File: src/cpwm_pkg.sv
// package: register map, field layout and types of the compare pwm stage
package cpwm_pkg;
  // register indices (printed offsets are not multiples of four)
  localparam logic [15:0] CPWM_IDX_COMPARE_CONTROL = 16'h7411;
  localparam logic [15:0] CPWM_IDX_PIN_ACTIONS = 16'h7413;
  localparam logic [15:0] CPWM_IDX_DEADBAND_CONTROL = 16'h7415;
  localparam logic [15:0] CPWM_IDX_MATCH_STATUS = 16'h7417;
  // compare_control fields
  localparam int CPWM_CC_ENABLE_BIT = 15;
  localparam int CPWM_CC_SVENABLE_BIT = 12;
  localparam int CPWM_CC_ACTLD_LSB = 10;
  localparam int CPWM_CC_OUTEN_BIT = 9;
  localparam int CPWM_CC_PIN_OUTEN_BIT = 8;
  localparam logic [15:0] CPWM_CC_MASK = 16'hFF00;
  // action reload condition codes
  localparam logic [1:0] CPWM_LD_UNDERFLOW = 2'h0;
  localparam logic [1:0] CPWM_LD_UNDER_PERIOD = 2'h1;
  localparam logic [1:0] CPWM_LD_IMMEDIATE = 2'h2;
  // pin_actions fields
  localparam int CPWM_ACT_DIR_BIT = 15;
  localparam int CPWM_ACT_VEC_LSB = 12;
  localparam int CPWM_ACT_FIELD_W = 2;
  // pin action codes
  localparam logic [1:0] CPWM_PA_FORCE_LOW = 2'h0;
  localparam logic [1:0] CPWM_PA_ACTIVE_LOW = 2'h1;
  localparam logic [1:0] CPWM_PA_ACTIVE_HIGH = 2'h2;
  localparam logic [1:0] CPWM_PA_FORCE_HIGH = 2'h3;
  // deadband_control fields
  localparam int CPWM_DB_PERIOD_LSB = 8;
  localparam int CPWM_DB_EN_LSB = 5;
  localparam int CPWM_DB_PS_LSB = 2;
  localparam logic [15:0] CPWM_DB_MASK = 16'h0FFC;
  localparam logic [2:0] CPWM_PS_MAX_CODE = 3'h5;
  localparam logic [15:0] CPWM_RESET_VALUE = 16'h0000;
  // bundle of one dead-band unit's settings
  typedef struct packed {
    logic enable;
    logic [3:0] period;
    logic [2:0] prescale;
  } cpwm_db_cfg_t;
  // phase pair produced by a dead-band unit
  typedef struct packed {
    logic true_out;
    logic comp_out;
  } cpwm_pair_t;
endpackage : cpwm_pkg

File: src/cpwm_deadband.sv
// one dead-band unit: prescaler, 4-bit down-counter, edge separation
module cpwm_deadband (
  input wire logic pclk,
  input wire logic presetn,
  input wire cpwm_pkg::cpwm_db_cfg_t cfg,
  input wire logic phase_wave_in,
  output cpwm_pkg::cpwm_pair_t pair
);
  import cpwm_pkg::*;

  typedef struct packed {
    logic phase_seen;
    logic [4:0] pre_cnt;
    logic [3:0] db_cnt;
    cpwm_pair_t out;
  } cpwm_db_state_t;

  cpwm_db_state_t state_reg, state_next;
  logic [4:0] pre_limit;

  // divisor minus one from the prescale code, codes above 100 give 32
  always_comb begin
    case (cfg.prescale)
      3'h0: pre_limit = 5'h00;
      3'h1: pre_limit = 5'h01;
      3'h2: pre_limit = 5'h03;
      3'h3: pre_limit = 5'h07;
      3'h4: pre_limit = 5'h0F;
      default: pre_limit = 5'h1F;
    endcase
  end

  // delayed turn-on edges
  // turn-off passes at once, turn-on waits p*m clocks
  always_comb begin
    state_next = state_reg;
    state_next.phase_seen = phase_wave_in;
    if (!cfg.enable) begin
      // copies of the phase when disabled
      state_next.out.true_out = phase_wave_in;
      state_next.out.comp_out = phase_wave_in;
      state_next.db_cnt = 4'h0;
      state_next.pre_cnt = 5'h00;
    end else if (phase_wave_in != state_reg.phase_seen) begin
      // no pair overlap
      // both sides off first unless the period is zero, so the pair can never overlap
      state_next.out.true_out = 1'b0;
      state_next.out.comp_out = 1'b0;
      state_next.db_cnt = cfg.period;
      state_next.pre_cnt = 5'h00;
      if (cfg.period == 4'h0) begin
        state_next.out.true_out = phase_wave_in;
        state_next.out.comp_out = !phase_wave_in;
      end
    end else if (state_reg.db_cnt != 4'h0) begin
      if (state_reg.pre_cnt >= pre_limit) begin
        state_next.pre_cnt = 5'h00;
        state_next.db_cnt = state_reg.db_cnt - 4'h1;
        if (state_reg.db_cnt == 4'h1) begin
          state_next.out.true_out = state_reg.phase_seen;
          state_next.out.comp_out = !state_reg.phase_seen;
        end
      end else begin
        state_next.pre_cnt = state_reg.pre_cnt + 5'h01;
      end
    end else begin
      // steady: hold complementary levels, no return to idle at period end
      state_next.out.true_out = phase_wave_in;
      state_next.out.comp_out = !phase_wave_in;
    end
  end

  // state register
  always_ff @(posedge pclk or negedge presetn) begin
    if (!presetn) begin
      state_reg <= '0;
    end else begin
      state_reg <= state_next;
    end
  end

  assign pair = state_reg.out;
endmodule // cpwm_deadband

File: src/cpwm_top.sv
// compare pwm output stage: registers over apb, dead-band, output logic
// Functional notes
// - pin actions apply every cycle while compare is enabled
// - pin actions shadowed, reload on selected condition
// - bit 15 holds vector rotation direction
// - bits 14..12 hold basic vector bits
// - six 2-bit pin action fields
// - 00 low, 01 act-low, 10 act-high, 11 high
// - match flag set one cycle after match
// - reset clears registers, pins go high-z
// - bits 11..8 shared dead-band period
// - bits 7..5 enable dead-band units 3..1
// - bits 4..2 select clock prescale divisor
// - reserved dead-band bits read zero
// - true and complementary outputs per phase
// - edge separation equals prescale times period
// - pair on-times never overlap while the dead-band unit is enabled
// - outputs high-z on disable, protect, reset
// - protect and reset override register settings
// - pins from dead-band, actions, protect
// - single clock pulse width resolution
// - minimum one clock, zero gives none
module cpwm_top (
  input wire logic pclk,
  input wire logic presetn,
  input wire logic psel,
  input wire logic penable,
  input wire logic pwrite,
  input wire logic [31:0] paddr,
  input wire logic [31:0] pwdata,
  input wire logic [3:0] pstrb,
  output logic [31:0] prdata,
  output logic pready,
  output logic pslverr,
  input wire logic [2:0] phase_wave_in,
  input wire logic [2:0] compare_match,
  input wire logic timer_underflow,
  input wire logic timer_period_match,
  input wire logic power_drive_protect_n,
  input wire logic protect_mask_n,
  output logic [5:0] modulated_out_pin,
  output logic [5:0] modulated_out_oe,
  output logic [2:0] match_flag,
  output logic vector_rotation_dir,
  output logic [2:0] basic_vector_bits,
  output logic space_vector_en
);
  import cpwm_pkg::*;

  typedef struct packed {
    logic [15:0] compare_control;
    logic [15:0] actions_shadow;
    logic [15:0] actions_active;
    logic [15:0] deadband_control;
    logic [2:0] match_flag;
    logic [2:0] match_seen;
    logic [2:0] prot_sync;
    logic [5:0] pin_level;
    logic [5:0] pin_oe;
    logic [31:0] prdata;
    logic pready;
    logic pslverr;
  } cpwm_state_t;

  cpwm_state_t state_reg, state_next;
  cpwm_pair_t [2:0] db_pair;
  cpwm_db_cfg_t [2:0] db_cfg;
  logic [15:0] word_index;
  logic access;
  logic wr_en;
  logic cmp_on;
  logic reload_hit;
  logic protect_active;
  logic [15:0] act_now;
  logic [15:0] wdata16;

  // byte address is four times the register index
  function automatic logic [15:0] cpwm_index(input logic [31:0] addr);
    cpwm_index = addr[17:2];
  endfunction

  function automatic logic cpwm_pin(input logic [1:0] act, input logic lvl);
    case (act)
      CPWM_PA_FORCE_LOW: cpwm_pin = 1'b0;
      CPWM_PA_ACTIVE_LOW: cpwm_pin = !lvl;
      CPWM_PA_ACTIVE_HIGH: cpwm_pin = lvl;
      default: cpwm_pin = 1'b1;
    endcase
  endfunction

  // byte-lane merge for 16-bit registers
  function automatic logic [15:0] cpwm_merge(input logic [15:0] old,
      input logic [15:0] nw, input logic [1:0] strb);
    cpwm_merge = old;
    if (strb[0]) begin
      cpwm_merge[7:0] = nw[7:0];
    end
    if (strb[1]) begin
      cpwm_merge[15:8] = nw[15:8];
    end
  endfunction

  // shared period, per-unit enable, shared prescale
  genvar gi;
  generate
    for (gi = 0; gi < 3; gi++) begin : g_db
      assign db_cfg[gi].enable = state_reg.deadband_control[CPWM_DB_EN_LSB
          + gi];
      assign db_cfg[gi].period =
          state_reg.deadband_control[CPWM_DB_PERIOD_LSB +: 4];
      assign db_cfg[gi].prescale =
          state_reg.deadband_control[CPWM_DB_PS_LSB +: 3];
      cpwm_deadband u_db (
        .pclk(pclk),
        .presetn(presetn),
        .cfg(db_cfg[gi]),
        .phase_wave_in(phase_wave_in[gi]),
        .pair(db_pair[gi])
      );
    end
  endgenerate

  // apb decode; one wait state, pready registered the cycle after the first access edge
  assign word_index = cpwm_index(paddr);
  assign access = psel && penable && !state_reg.pready;
  assign wr_en = access && pwrite;
  assign wdata16 = pwdata[15:0];
  assign cmp_on = state_reg.compare_control[CPWM_CC_ENABLE_BIT];
  // the protect pin passes three flops; an assertion counts when the last two agree, a release when either goes high
  assign protect_active = !protect_mask_n
      && !state_reg.prot_sync[2] && !state_reg.prot_sync[1];

  // reload condition for the action shadow
  always_comb begin
    case (state_reg.compare_control[CPWM_CC_ACTLD_LSB +: 2])
      CPWM_LD_UNDERFLOW: reload_hit = timer_underflow;
      CPWM_LD_UNDER_PERIOD: reload_hit = timer_underflow
          || timer_period_match;
      CPWM_LD_IMMEDIATE: reload_hit = 1'b1;
      default: reload_hit = 1'b0;
    endcase
  end

  // with compare disabled the shadow is transparent
  assign act_now = cmp_on ? state_reg.actions_active : state_reg.actions_shadow;

  // main next-state logic
  always_comb begin
    state_next = state_reg;
    state_next.pready = access;
    state_next.pslverr = 1'b0;
    state_next.prot_sync = {state_reg.prot_sync[1:0], power_drive_protect_n};
    state_next.match_seen = compare_match;
    // register writes, reserved bits masked off
    if (wr_en) begin
      case (word_index)
        CPWM_IDX_COMPARE_CONTROL: state_next.compare_control = cpwm_merge(
            state_reg.compare_control, wdata16, pstrb[1:0]) & CPWM_CC_MASK;
        // writes land in the shadow copy
        CPWM_IDX_PIN_ACTIONS: state_next.actions_shadow = cpwm_merge(
            state_reg.actions_shadow, wdata16, pstrb[1:0]);
        CPWM_IDX_DEADBAND_CONTROL: state_next.deadband_control = cpwm_merge(
            state_reg.deadband_control, wdata16, pstrb[1:0]) & CPWM_DB_MASK;
        // writing one clears a match flag
        CPWM_IDX_MATCH_STATUS: state_next.match_flag = state_reg.match_flag
            & ~wdata16[2:0];
        default: state_next.pslverr = 1'b1;
      endcase
    end
    // shadow moves to active on reload; transparent when disabled
    if (!cmp_on || reload_hit) begin
      state_next.actions_active = state_next.actions_shadow;
    end
    // flag one cycle after match, set beats clear
    if (cmp_on) begin
      state_next.match_flag = state_next.match_flag | state_reg.match_seen;
    end
    // protect clears the output enable bit
    if (protect_active) begin
      state_next.compare_control[CPWM_CC_OUTEN_BIT] = 1'b0;
    end
    // reads
    if (access && !pwrite) begin
      case (word_index)
        CPWM_IDX_COMPARE_CONTROL: state_next.prdata = {16'h0000,
            state_reg.compare_control};
        CPWM_IDX_PIN_ACTIONS: state_next.prdata = {16'h0000,
            state_reg.actions_shadow};
        CPWM_IDX_DEADBAND_CONTROL: state_next.prdata = {16'h0000,
            state_reg.deadband_control};
        CPWM_IDX_MATCH_STATUS: state_next.prdata = {29'h00000000,
            state_reg.match_flag};
        default: begin
          state_next.prdata = 32'h00000000;
          state_next.pslverr = 1'b1;
        end
      endcase
    end
    // pins from dead-band pairs through the actions
    for (int i = 0; i < 3; i++) begin
      if (cmp_on) begin
        state_next.pin_level[2 * i] = cpwm_pin(
            act_now[4 * i +: CPWM_ACT_FIELD_W], db_pair[i].true_out);
        state_next.pin_level[2 * i + 1] = cpwm_pin(
            act_now[4 * i + 2 +: CPWM_ACT_FIELD_W], db_pair[i].comp_out);
      end
    end
    // high-z on disable or active protect
    if (protect_active
        || !state_next.compare_control[CPWM_CC_OUTEN_BIT]
        || !state_next.compare_control[CPWM_CC_PIN_OUTEN_BIT]) begin
      state_next.pin_oe = 6'h00;
    end else begin
      state_next.pin_oe = 6'h3F;
    end
  end

  // asynchronous reset clears every bit but loads the protect synchroniser with ones, pins undriven
  always_ff @(posedge pclk or negedge presetn) begin
    if (!presetn) begin
      state_reg <= '0;
      state_reg.prot_sync <= 3'h7;
    end else begin
      state_reg <= state_next;
    end
  end

  // outputs straight from the state flops
  assign prdata = state_reg.prdata;
  assign pready = state_reg.pready;
  assign pslverr = state_reg.pslverr;
  assign modulated_out_pin = state_reg.pin_level;
  assign modulated_out_oe = state_reg.pin_oe;
  assign match_flag = state_reg.match_flag;
  // space-vector bits handed to the vector logic
  assign vector_rotation_dir = state_reg.actions_active[CPWM_ACT_DIR_BIT];
  assign basic_vector_bits = state_reg.actions_active[CPWM_ACT_VEC_LSB +: 3];
  assign space_vector_en = state_reg.compare_control[CPWM_CC_SVENABLE_BIT];
endmodule // cpwm_top

File: config.mk
export PLATFORM = sky130hd
export DESIGN_NAME = cpwm_top
export DESIGN_NICKNAME = d
export VERILOG_FILES = /design/src/cpwm_pkg.sv /design/src/cpwm_deadband.sv /design/src/cpwm_top.sv
export SDC_FILE = /design/constraint.sdc
export NUM_CORES = 1
export LEC_CHECK = 0
export BUFFER_PORTS_ARGS = -buffer_cell sky130_fd_sc_hd__buf_2
export CELL_PAD_IN_SITES_DETAIL_PLACEMENT = 1
export CELL_PAD_IN_SITES_GLOBAL_PLACEMENT = 2
export CORE_ASPECT_RATIO = 1.75
export CORE_MARGIN = 10
export CORE_UTILIZATION = 25
export DETAILED_ROUTE_END_ITERATION = 6
export HOLD_SLACK_MARGIN = 0.05
export PLACE_DENSITY_LB_ADDON = 0.1
export SKIP_CTS_REPAIR_TIMING = 1
export SYNTH_ARGS = -nofsm -noshare
export SYNTH_HDL_FRONTEND = slang
export SYNTH_SLANG_ARGS = --single-unit
export TNS_END_PERCENT = 50
File: constraint.sdc
create_clock -name pclk -period 3.7 [get_ports pclk]
set_clock_uncertainty 0.2 [all_clocks]
set_input_delay 0.37 -clock pclk [delete_from_list [all_inputs] [get_ports pclk]]
set_output_delay 0.37 -clock pclk [all_outputs]
set_load 0.02 [all_outputs]
=== Word-level counts from Yosys, hierarchy flattened ===
Index checks and enable logic that the tools add are counted.

* Logic and storage cells: 182
* Bits of input ports: 83
* Bits in registers: 141
* Output and inout port bits: 54

* Multiplexer cells: 49
* Eq/ne operators: 40
* Reductions and logical operators: 52
* Bitwise operators: 3
* Add/subtract/negate cells: 6
* Order comparisons: 3

{| class="wikitable"
|+ Operators with widths
! kind !! count
|-
| 11-bit two-way mux || 6
|-
| 16-bit by 15-bit == test with 1-bit output, second input constant || 4
|-
| 16-bit one-hot mux with 4 select lines || 1
|-
| 9-bit two-way mux || 3
|-
| 26-bit two-way mux || 1
|-
| 5-bit one-hot mux with 5 select lines || 1
|-
| 6-bit two-way mux || 4
|-
| 4-bit by 3-bit inequality test with 1-bit output, second input constant || 6
|-
| 1-bit one-hot mux with 3 select lines || 7
|-
| 1-bit zero test || 20
|-
| 2-bit two-way mux || 10
|-
| 3-bit by 1-bit inequality test with 1-bit output, second input constant || 6
|-
| 16-bit two-way mux || 1
|-
| 8-bit two-way mux || 2
|-
| 5-bit by 1-bit adder with 5-bit output, second input constant || 3
|-
| 5-bit greater-or-equal comparator || 3
|-
| 5-bit two-way mux || 3
|-
| 2-bit by 1-bit == test with 1-bit output, second input constant || 7
|-
| 2-bit == test, second input constant || 7
|-
| 2-bit zero test || 7
|-
| 4-bit by 1-bit == test with 1-bit output, second input constant || 3
|-
| 12-bit two-way mux || 1
|-
| 2-bit AND reduction || 6
|-
| 4-bit nonzero test || 3
|-
| other kinds (17) || 38
|}

=== Longest topological paths before layout ===
Gate-level depths: netlist of the first run.

* Depth in word-level cells: 9
* Depth in mapped cells: 9
* Depth with buffers taken out: 8

=== Modules after synthesis ===
From an unflattened synthesis of the first run, not the netlist that was laid out.

* Cell total of the unflattened synthesis: 656
* Area total of the unflattened synthesis: 6555.0 µm²

{| class="wikitable"
|+ Modules (own cells, without submodules)
! module !! cells each !! area each (µm²) !! seq. area each (µm²) !! times used
|-
| cpwm_top || 375 || 3971.3 || 2105.8 || 1
|-
| cpwm_deadband (g_db[0].u_db) || 97 || 892.1 || 300.3 || 1
|-
| cpwm_deadband (g_db[2].u_db) || 91 || 848.3 || 300.3 || 1
|-
| cpwm_deadband (g_db[1].u_db) || 93 || 843.3 || 300.3 || 1
|}

=== Least setup slack after synthesis of the first run ===
OpenSTA, ideal clock, no wires.

* Path type: register to register
* Start point: register state_reg, in the netlist db_cfg[0]
* End point: register g_db[1].u_db.state_reg[3] in the netlist's numbering
* Arrival: 2.335 ns
* Cell stages (with the launch flop): 10
* Setup time: 0.090 ns
* Required time: 3.410 ns
* Clock period less this slack: 2.625 ns
* Path slack: 1.075 ns
* Path buffers: 1
* Cells stage by stage: dfrtp_1 > or3_1 > ha_1 > nand2b_1 > a21o_1 > maj3_2 > a31oi_1 > buf_2 > o21ai_0 > o221ai_1

* Cells in the longest elaborated chain, start to end: 5
* Elaborated cells on any way between the ends: 9
* Those cells by class: 1 x order compare; 5 x eq/ne; 1 x mux; 2 x reduce/logical

{| class="wikitable"
|+ RTL lines
! what !! line !! RTL
|-
| start, declared || cpwm_top.sv:65 || <nowiki>cpwm_state_t state_reg, state_next;</nowiki>
|-
| start signal, assigned || cpwm_top.sv:224 || <nowiki>state_reg <= state_next;</nowiki>
|-
| 3-bit == test (tied with other cells) || cpwm_deadband.sv:23 || <nowiki>case (cfg.prescale)</nowiki>
|-
| 5-bit one-hot mux with 5 select lines * || cpwm_deadband.sv:23 ||
|-
| 5-bit greater-or-equal comparator * || cpwm_deadband.sv:56 || <nowiki>if (state_reg.pre_cnt >= pre_limit) begin</nowiki>
|-
| 3-bit by 1-bit inequality test with 1-bit output (no source line) * || - ||
|-
| 2-bit AND reduction (no source line) * || - ||
|-
| end signal, assigned || cpwm_deadband.sv:78 || <nowiki>state_reg <= state_next;</nowiki>
|-
| end, declared || cpwm_deadband.sv:18 || <nowiki>cpwm_db_state_t state_reg, state_next;</nowiki>
|}

Mark *: on every way between the ends. The rest lies on a longest branch, timed or not.
A chain may end at the register's enable or synchronous reset.

=== Worst setup path after layout of the first run ===
* Start point: register state_reg, in the netlist db_cfg[0]
* End point: register g_db[1].u_db.state_reg, in the netlist g_db[1].u_db.pair[0]

* Cells in the longest elaborated chain, start to end: 5
* Elaborated cells on any way between the ends: 9
* Those cells by class: 1 x order compare; 5 x eq/ne; 1 x mux; 2 x reduce/logical

{| class="wikitable"
|+ RTL lines
! what !! line
|-
| 3-bit == test (tied with other cells) || cpwm_deadband.sv:23
|-
| 5-bit one-hot mux with 5 select lines * || cpwm_deadband.sv:23
|-
| 5-bit greater-or-equal comparator * || cpwm_deadband.sv:56
|-
| 4-bit by 3-bit inequality test with 1-bit output (no source line) * || -
|-
| 2-bit AND reduction (no source line) * || -
|}

Marks and branches as above.

==> run summary, run 1 <==
Ports - 137
Post-Layout Cell Count - 1,007
Die ar. - 32,800 sq um
Post-synth EDFFs - 0
CORE AREA - 25,340 sq um
RSZ-0062 raised after global routing - false
Max-slew violation count - 0
Reg2reg start - db_cfg[0]$_DFFE_PN0P_
P_leak - 3.823 nW
Reported net switching power - 0.8388 mW
Required time worst endpoint - 3.81 ns
Top_reg_cell synth - dfrtp_1
DR vias - 4,764
Final worst slack - 0.7332 ns
Post-DP HPWL - 15,470 um
Reg2reg end - g_db[1].u_db.pair[0]$_DFFE_PN0P_
Placed cell count - 948
Initial core utilization - 25.39%
Iter 0 DRT Violations - 143
Post-synth ARST share - 100.0%
Hold_sp - psel
VDD IR max - 0.3116 mV
Count of buffers from port buffering - 86
Comb power frac - 8.7%
Clock Sink Count - 120
Share of post-route cells with drive strength above 1 - 27.97%
Synth area leaders - dfrtp_1, mux2_2, buf_4
Largest register FFs - 38
Final GP Congestion - 0.7630
Post-DRT Antenna Nets - 0
Post-synthesis sequential area ratio - 46.74%
Syn Inst Count - 592
Largest net degree at the start of global routing - 58
Final hold vios - 0
Longest Clk Path Bufs - 2
Cell Pwr Density - 452.2 nW/um^2
Final Cycle Share - 80.19%
WHS Path Cells - 3
Fmax - 337.1 MHz
Status - completed
Residual DRC - 0
Clock power share - 51.5%
Relative slew slack - 25.87%
WS Path Type - flip-flop to flip-flop
Final total power - 3.538 mW
Worst hold path type - input port to flip-flop
R2r setup slk - 0.73 ns
Routed WL - 20,040 um
Nets - 784
Root Driver - clkbuf_16
Multi-input gate area - 2955 sq um
Crit path max fanout - 12
Final Util - 30.88%
GRT overflow - 0
Delay-heaviest family, CP - simple AND/OR/NAND/NOR gates
Critical Path Stages - 9
CP startpoint kind - flip-flop
Initial antenna violation count - 1
Synthesized area - 6432 sq um
Wire per inst - 19.90 um
Setup crit start - db_cfg[0]$_DFFE_PN0P_
Setup TNS - 0 ns
Hold path endpoint - pslverr$_DFF_PN0_
Yosys Warn Count - 0
CP Capture Type - flip-flop
Worst-path clk slew - 0.06 ns
Tot GR Track Use - 12.54%
Switching share of total power - 23.71%
DR vias/cell - 4.731
Worst Tran Pin Value - 1.104 ns
Crit-path cells - or3_1 -> ha_1 -> nand2b_1 -> a21o_1 -> maj3_2 -> a31oi_1 -> buf_4 -> o21ai_1 -> mux2_2
Post-synthesis cell type count - 68
Final Critical Period - 2.967 ns
H-tree Lvls - 4
Syn avg cell area - 10.87 sq um
Clock latency on the worst-skew pair - 0.43 ns
Register share of total power - 39.8%
First-pass GRT wire length - 31,350 um
Worst EP arrival - 3.08 ns
Num CTS Buffers - 17
P&R area growth vs syn - 21.63%
Fill cell count - 2,852
Place WS - 0.7007 ns
R2R depth - 9
Pint - 2.699 mW
Worst path bufs/invs - 1
Row count - 77
Chip Width - 141.3 um
Crit-path max cell delay - 0.49 ns
DR pass1 iterations - 4
FF+latch area - 3007 sq um
#FFs+latches synth - 120
Die Height - 232.2 um
Setup violators final - 0
Share of the synthesized area in the top cell type - 45.52%
CP max-delay cell - or3_1
CTS tree - done
Vias in the first global route - 5,307
Synth area leader - dfrtp_1
Maxcap violations - 0
[through the flow]
step / instance area [sq um] / hold slack, ns
2_1_floorplan: 6489 / -0.1256
3_5_place_dp: 6919 / 0.1517
5_1_grt: 7824 / 0.05900
4_1_cts: 7561 / -0.1770
6_report: 7824 / 0.06568
3_3_place_gp: 6919 / 0.1494
[placed cells by master (no fill, tap or decap), types with 3 or more instances in the layout]
cell / instances
a21oi_1: 30
o31ai_1: 10
xnor2_1: 6
clkbuf_8: 5
nand2b_1: 3
dlygate4sd3_1: 26
or4_1: 4
a31o_2: 3
a2bb2oi_1: 3
a22oi_1: 6
ha_1: 24
and3_1: 8
nor3_1: 12
o211ai_1: 4
bufinv_16: 4
buf_4: 6
clkinv_2: 4
mux2i_1: 18
dfstp_2: 3
clkbuf_16: 17
nand3b_1: 4
o21ai_0: 28
a211oi_1: 9
a31oi_1: 4
nand2_1: 42
xor2_1: 3
nand3_1: 22
or3_1: 6
nor4b_1: 3
and4_1: 3
a21o_1: 3
nor2_1: 25
and2_1: 3
conb_1: 16
inv_1: 19
buf_2: 85
nor4_1: 4
dfrtp_1: 117
mux2_2: 49
a22o_1: 3
[final cells by class]
cell class	count	area share, %
Antenna cell	1	0.03198
Clock buffer	24	6.413
Clock inverter	8	1.791
Inverter	19	0.9116
Multi-Input combinational cell	401	37.77
Sequential cell	120	38.43
Tap cell	316	5.054
Timing Repair Buffer	118	9.595
[synth_stat cells (13+ instances only)]
master	number
a21oi_1	30
mux2i_1	18
nand2_1	42
o21ai_0	28
buf_4	51
nor2_1	25
inv_1	19
dfrtp_1	117
ha_1	24
nand3_1	22
mux2_2	49
clkbuf_1	13
[cells by family (layout without fill, tap and decap cells)]
| kind of cell | Yosys count | count (layout) | synth area share [%] |
|---|---|---|---|
| simple gates | 163 | 163 | 14.98 |
| mux | 69 | 69 | 11.73 |
| fa+ha+maj | 25 | 25 | 4.843 |
| buf+inv | 86 | 169 | 8.189 |
| flops | 120 | 120 | 46.74 |
| xor+xnor | 9 | 9 | 1.226 |
| compound gates | 119 | 119 | 12.24 |
| other cells | 1 | 17 | 0.05830 |
[power groups by stage]
stage	clock network [mW]	registers, mW	logic, mW
6_report	1.82	1.41	0.309
5_1_grt	1.93	1.41	0.354
4_1_cts	1.87	1.41	0.295
3_5_place_dp	0	1.43	0.293
3_3_place_gp	0	1.43	0.283
2_1_floorplan	0	1.41	0.190
[routing by layer]
metal / GRT usage (%) / part of all wire [%] / up-vias
met1: 11.70 / 35 / 2434
met4: 5.246 / 2.0 / 0
met2: 24.90 / 60 / 66
li1: - / - / 2245
met3: 2.867 / 2.6 / 19
met5: 0 / 0 / -
[worst register-to-register path, cell delays in order, from the launching register on]
cell,delay (ns)
dfrtp_1,0.47
or3_1,0.49
ha_1,0.30
nand2b_1,0.14
a21o_1,0.17
maj3_2,0.29
a31oi_1,0.16
buf_4,0.21
o21ai_1,0.14
mux2_2,0.29
[worst max path at each step]
stage                                                       end  slack [ns]
after floorplan           g_db[1].u_db.state_reg[3]$_DFFE_PN0P_        1.07
after global placement         g_db[1].u_db.pair[1]$_DFFE_PN0P_        0.70
after detailed placement       g_db[1].u_db.pair[0]$_DFFE_PN0P_        0.70
after CTS                      g_db[1].u_db.pair[0]$_DFFE_PN0P_        0.69
after global routing           g_db[2].u_db.pair[1]$_DFFE_PN0P_        0.57
final                          g_db[1].u_db.pair[0]$_DFFE_PN0P_        0.73
(Power assumes the default switching activity.)
==> run 2: changes to the inputs <==
- ABC_AREA: unset -> 1
- clock period: 3.7 -> 2.92 ns (I/O delays scaled with it)
==> run summary, run 2 <==
Worst hold path type - input port to flip-flop
Num CTS Buffers - 17
Maxcap violations - 0
WHS Path Cells - 3
Post-synthesis cell type count - 35
Hold path endpoint - state_reg[113]$_DFFE_PN0P_
Fmax - 428.3 MHz
Reg2reg end - g_db[2].u_db.state_reg[6]$_DFFE_PN0P_
Iter 0 DRT Violations - 145
Dpl cell area - 7486 sq um
Synth area leaders - dfrtp_1, nand2_1, inv_1
Yosys Warn Count - 0
FF+latch area - 3007 sq um
Root Driver - clkbuf_16
H-tree Lvls - 4
Largest register FFs - 38
Worst-path clk slew - 0.06 ns
Longest Clk Path Bufs - 2
Count of buffers from port buffering - 86
Nets - 1,103
DR vias/cell - 4.278
Final Critical Period - 2.335 ns
Commonest cells post-synth - nand2_1, inv_1, dfrtp_1
Vias in the first global route - 6,468
Chip Width - 145.3 um
Synthesized area - 6870 sq um
CORE AREA - 27,230 sq um
Relative slew slack - 52.66%
Clock latency on the worst-skew pair - 0.43 ns
Top_reg_cell synth - dfrtp_1
Final Cycle Share - 79.96%
Share of post-route cells with drive strength above 1 - 17.84%
Switching share of total power - 23.94%
Pint - 3.259 mW
First-pass GRT wire length - 36,740 um
DR pass1 iterations - 4
Ports - 137
Post-DP HPWL - 18,370 um
Die Height - 239.3 um
Commonest non-fill, non-tap cell in the layout - nand2_1
Syn Inst Count - 895
Cell Pwr Density - 512.1 nW/um^2
Most frequent cell after synthesis - nand2_1
Fill cell count - 3,413
Multi-input gate area - 2964 sq um
Register share of total power - 40.2%
Hold_sp - pwdata[10]
CP Capture Type - flip-flop
Post-synth ARST share - 100.0%
Final hold vios - 0
Crit path max fanout - 7
Routed WL - 23,000 um
Residual DRC - 0
Initial antenna violation count - 0
Post-synthesis sequential area ratio - 43.76%
Die ar. - 34,770 sq um
Worst Tran Pin Value - 0.7093 ns
RSZ-0062 raised after global routing - false
Wire per inst - 16.69 um
Post-DRT Antenna Nets - 0
Final GP Congestion - 0.7213
Required time worst endpoint - 3.08 ns
CTS tree - done
Antenna cells - 0
DR vias - 5,895
Synth area leader - dfrtp_1
Reported net switching power - 1.026 mW
GRT overflow - 0
Reg2reg start - db_cfg[0]$_DFFE_PN0P_
Comb power frac - 6.3%
R2R depth - 8
#FFs+latches synth - 120
P_leak - 4.392 nW
Final instance area - 8367 sq um
VDD IR max - 0.4132 mV
P&R area growth vs syn - 21.78%
Post-synth EDFFs - 0
Initial core utilization - 25.23%
Row count - 80
Setup violators final - 0
Share of the synthesized area in the top cell type - 42.62%
Clock Sink Count - 120
R2r setup slk - 0.59 ns
Status - completed
CP startpoint kind - flip-flop
Syn avg cell area - 7.676 sq um
Clock power share - 53.6%
Setup TNS - 0 ns
Largest net degree at the start of global routing - 51
Most frequent cells in the layout - nand2_1, inv_1, dfrtp_1
Worst EP arrival - 2.50 ns
Max-slew violation count - 0
WS Path Type - flip-flop to flip-flop
Tot GR Track Use - 13.63%
run 2: cell count changes in the layout (fill, tap and decap cells not counted), sizes merged, moves of 30 or more:
cell / delta
inv: +106
mux2: -51
nand2: +224
nand3: +68
nor2: +53
o21ai: +30
run 2: logic make-up (layout without fill, tap and decap cells):
| family | Yosys count | in the layout | share of synthesized area [%] |
|---|---|---|---|
| AO/OA/AOI/OAI | 90 | 90 | 7.303 |
| XOR/XNOR | 7 | 7 | 0.8924 |
| adder cells (fa/ha/maj) | 24 | 24 | 4.371 |
| buffers and inverters | 189 | 288 | 13.91 |
| flip-flops | 120 | 120 | 43.76 |
| multiplexers | 1 | 1 | 0.1457 |
| other | 1 | 16 | 0.05458 |
| AND/OR/NAND/NOR | 463 | 463 | 29.56 |
run 2: cell type report:
cell class / instances / area share, %
clock buffers: 20 / 5.458
multi-input cells: 601 / 35.43
flip-flops and latches: 120 / 35.94
repair buffers: 130 / 9.915
inverters: 126 / 5.668
well taps: 369 / 5.518
clock inverters: 12 / 2.079
run 2: worst max path at each step:
stage	startpoint	end	slack, ns	cells past startpoint
after floorplan	db_cfg[0]$_DFFE_PN0P_	g_db[2].u_db.state_reg[6]$_DFFE_PN0P_	1.01	7
after global placement	db_cfg[2]$_DFFE_PN0P_	g_db[1].u_db.state_reg[8]$_DFFE_PN0P_	0.58	12
after detailed placement	db_cfg[0]$_DFFE_PN0P_	g_db[2].u_db.state_reg[6]$_DFFE_PN0P_	0.53	8
after CTS	db_cfg[0]$_DFFE_PN0P_	g_db[2].u_db.state_reg[6]$_DFFE_PN0P_	0.52	8
after global routing	db_cfg[2]$_DFFE_PN0P_	g_db[1].u_db.state_reg[8]$_DFFE_PN0P_	0.34	12
final	db_cfg[0]$_DFFE_PN0P_	g_db[2].u_db.state_reg[6]$_DFFE_PN0P_	0.59	8
run 2: stage by stage:
stage	util, %	hold WS [ns]	instances	setup slack (ns)	power (mW)
2_1_floorplan	-	-0.2036	910	1.007	1.890
3_3_place_gp	27.50	0.08855	1321	0.5819	2.003
6_report	30.73	0.02731	1378	0.5853	4.285
5_1_grt	30.73	0.06557	1378	0.3350	4.475
3_5_place_dp	27.50	0.07845	1321	0.5344	2.004
4_1_cts	29.81	-0.4026	1353	0.5214	4.353
run 2: routing by layer:
layer / track usage [%] / wire length [um] / vias up / share of wire (%)
met1: 13.21 / 8563 / 2841 / 37
met2: 27.54 / 13550 / 81 / 59
met3: 3.118 / 576 / 17 / 2.5
met5: 0 / 0 / - / 0
li1: - / - / 2956 / -
met4: 4.059 / 309 / 0 / 1.3
run 2: worst max-delay path: stages (launching register included):
cell,delay (ns)
dfrtp_1,0.45
o21ai_0,0.28
buf_4,0.18
ha_1,0.24
a211oi_2,0.29
nand3_2,0.23
nand2_2,0.19
inv_1,0.10
nor2_1,0.10
run 2: power by group through the flow:
stage               logic [mW]  registers [mW]  clock network [mW]
detailed placement       0.252            1.75                   0
global placement         0.252            1.75                   0
global route             0.307            1.72                2.44
finish                   0.269            1.72                2.30
CTS                      0.253            1.72                2.38
floorplan                0.145            1.74                   0
==> run 3: changes to the inputs <==
- clock period: 2.92 -> 2.02 ns (I/O delays scaled with it)
==> run summary, run 3 (synthesis results as in run 2) <==
Status - completed
Post-DRT Antenna Nets - 0
Final GP Congestion - 0.7726
Final Critical Period - 1.971 ns
P&R area growth vs syn - 30.94%
CP Capture Type - flip-flop
WHS Path Cells - 5
GRT busiest layer - met2
Met3 Resource Use GR - 3.156%
Vias in the first global route - 6,702
CORE AREA - 27,230 sq um
GRT overflow - 0
Final hold vios - 0
Max-slew violation count - 0
Dpl cell area - 7854 sq um
Setup violators final - 0
Commonest non-fill, non-tap cell in the layout - nand2_1
DR vias/cell - 4.246
Met2 global-route usage - 27.40%
Wire per inst - 16.52 um
Largest net degree at the start of global routing - 43
Cell Pwr Density - 706.0 nW/um^2
Relative slew slack - 66.25%
VDD IR max - 0.6003 mV
Share of post-route cells with drive strength above 1 - 23.43%
Initial core utilization - 25.23%
Longest Clk Path Bufs - 2
Maxcap violations - 0
Worst EP arrival - 2.10 ns
Nets - 1,148
Ports - 137
CP startpoint kind - flip-flop
RSZ-0062 raised after global routing - true
Residual DRC - 0
Post-DP HPWL - 18,500 um
Place WS - -0.1232 ns
WS Path Type - flip-flop to flip-flop
CTS tree - done
Root Driver - clkbuf_16
Clock Sink Count - 120
Die ar. - 34,770 sq um
Row count - 80
Routed WL - 23,510 um
Final Cycle Share - 97.59%
Crit path max fanout - 4
First-pass GRT wire length - 37,200 um
Die Height - 239.3 um
Count of buffers from port buffering - 86
Clock latency on the worst-skew pair - 0.43 ns
Most frequent cells in the layout - nand2_1, inv_1, dfrtp_1
DR vias - 6,042
Largest register FFs - 38
Final worst slack - 0.04862 ns
Worst-path clk slew - 0.06 ns
Worst hold path type - input port to flip-flop
Final instance area - 8996 sq um
Worst Tran Pin Value - 0.5063 ns
Iter 0 DRT Violations - 149
Tot GR Track Use - 13.81%
Initial antenna violation count - 0
P_leak - 4.646 nW
Required time worst endpoint - 2.15 ns
Met1 usage in global routing - 13.49%
Fmax - 507.3 MHz
DR pass1 iterations - 5
R2R depth - 8
Antenna cells - 0
Chip Width - 145.3 um
H-tree Lvls - 4
Num CTS Buffers - 17
-- run 3: cell types whose count changed in the layout (fill, tap and decap cells not counted), moves of 5 or more --
cell and change:
buf_4 +33, nand2_2 +5, nand3_1 -6, buf_12 +6, nand2_1 -8
-- run 3: report_power, final --
group,internal [mW],switching (mW)
Combinational,0.154,0.266
Sequential,2.45,0.0307
Clock,2.25,1.20
-- run 3: final cells by class --
class | instances | area [sq um]
Clock inverter | 12 | 197.7
Tap cell | 369 | 461.7
Clock buffer | 20 | 456.7
Multi-Input combinational cell | 601 | 3136
Timing Repair Buffer | 175 | 1261
Fill cell | 3351 | 18230
Inverter | 126 | 476.7
Sequential cell | 120 | 3007
-- run 3: worst paths after layout --
path | from | to | slack, ns
worst min-delay path | pwrite | prdata[1]$_DFFE_PN0P_ | 0.04
max in group asynchronous | presetn | state_next[47]$_DFF_PN1_ | 0.88
worst min register to register | state_next[47]$_DFF_PN1_ | state_next[48]$_DFF_PN1_ | 0.16
worst max register to register | db_cfg[0]$_DFFE_PN0P_ | g_db[0].u_db.state_reg[5]$_DFFE_PN0P_ | 0.05
worst max-delay path | db_cfg[0]$_DFFE_PN0P_ | g_db[0].u_db.state_reg[5]$_DFFE_PN0P_ | 0.05
min in group asynchronous | presetn | g_db[0].u_db.state_reg[2]$_DFFE_PN0P_ | 0.09
-- run 3: metrics by stage --
stage | hold slack, ns | utilization, % | total power [mW] | cells | TNS [ns]
floorplan | -0.2936 | - | 2.732 | 910 | 0
global placement | -0.006597 | 28.85 | 2.918 | 1360 | -0.4404
detailed placement | 0.0005489 | 28.85 | 2.920 | 1360 | -0.9375
CTS | -0.4730 | 31.25 | 6.429 | 1392 | -1.358
global route | 0.06560 | 33.04 | 6.615 | 1423 | -2.775
finish | 0.04484 | 33.04 | 6.352 | 1423 | 0
-- run 3: metal layers --
| layer | vias up | share of wire [%] |
|---|---|---|
| met1 | 2902 | 37 |
| li1 | 3036 | - |
| met4 | 0 | 2.1 |
| met3 | 20 | 2.7 |
| met5 | - | 0 |
| met2 | 84 | 58 |
-- run 3: worst max-delay path, cell delays in order, from the launching register on --
cell	delay [ns]
dfrtp_1	0.41
o21ai_1	0.14
buf_4	0.17
ha_4	0.21
a211oi_4	0.30
nand3_2	0.16
buf_6	0.15
nand3_1	0.07
nand2_1	0.05
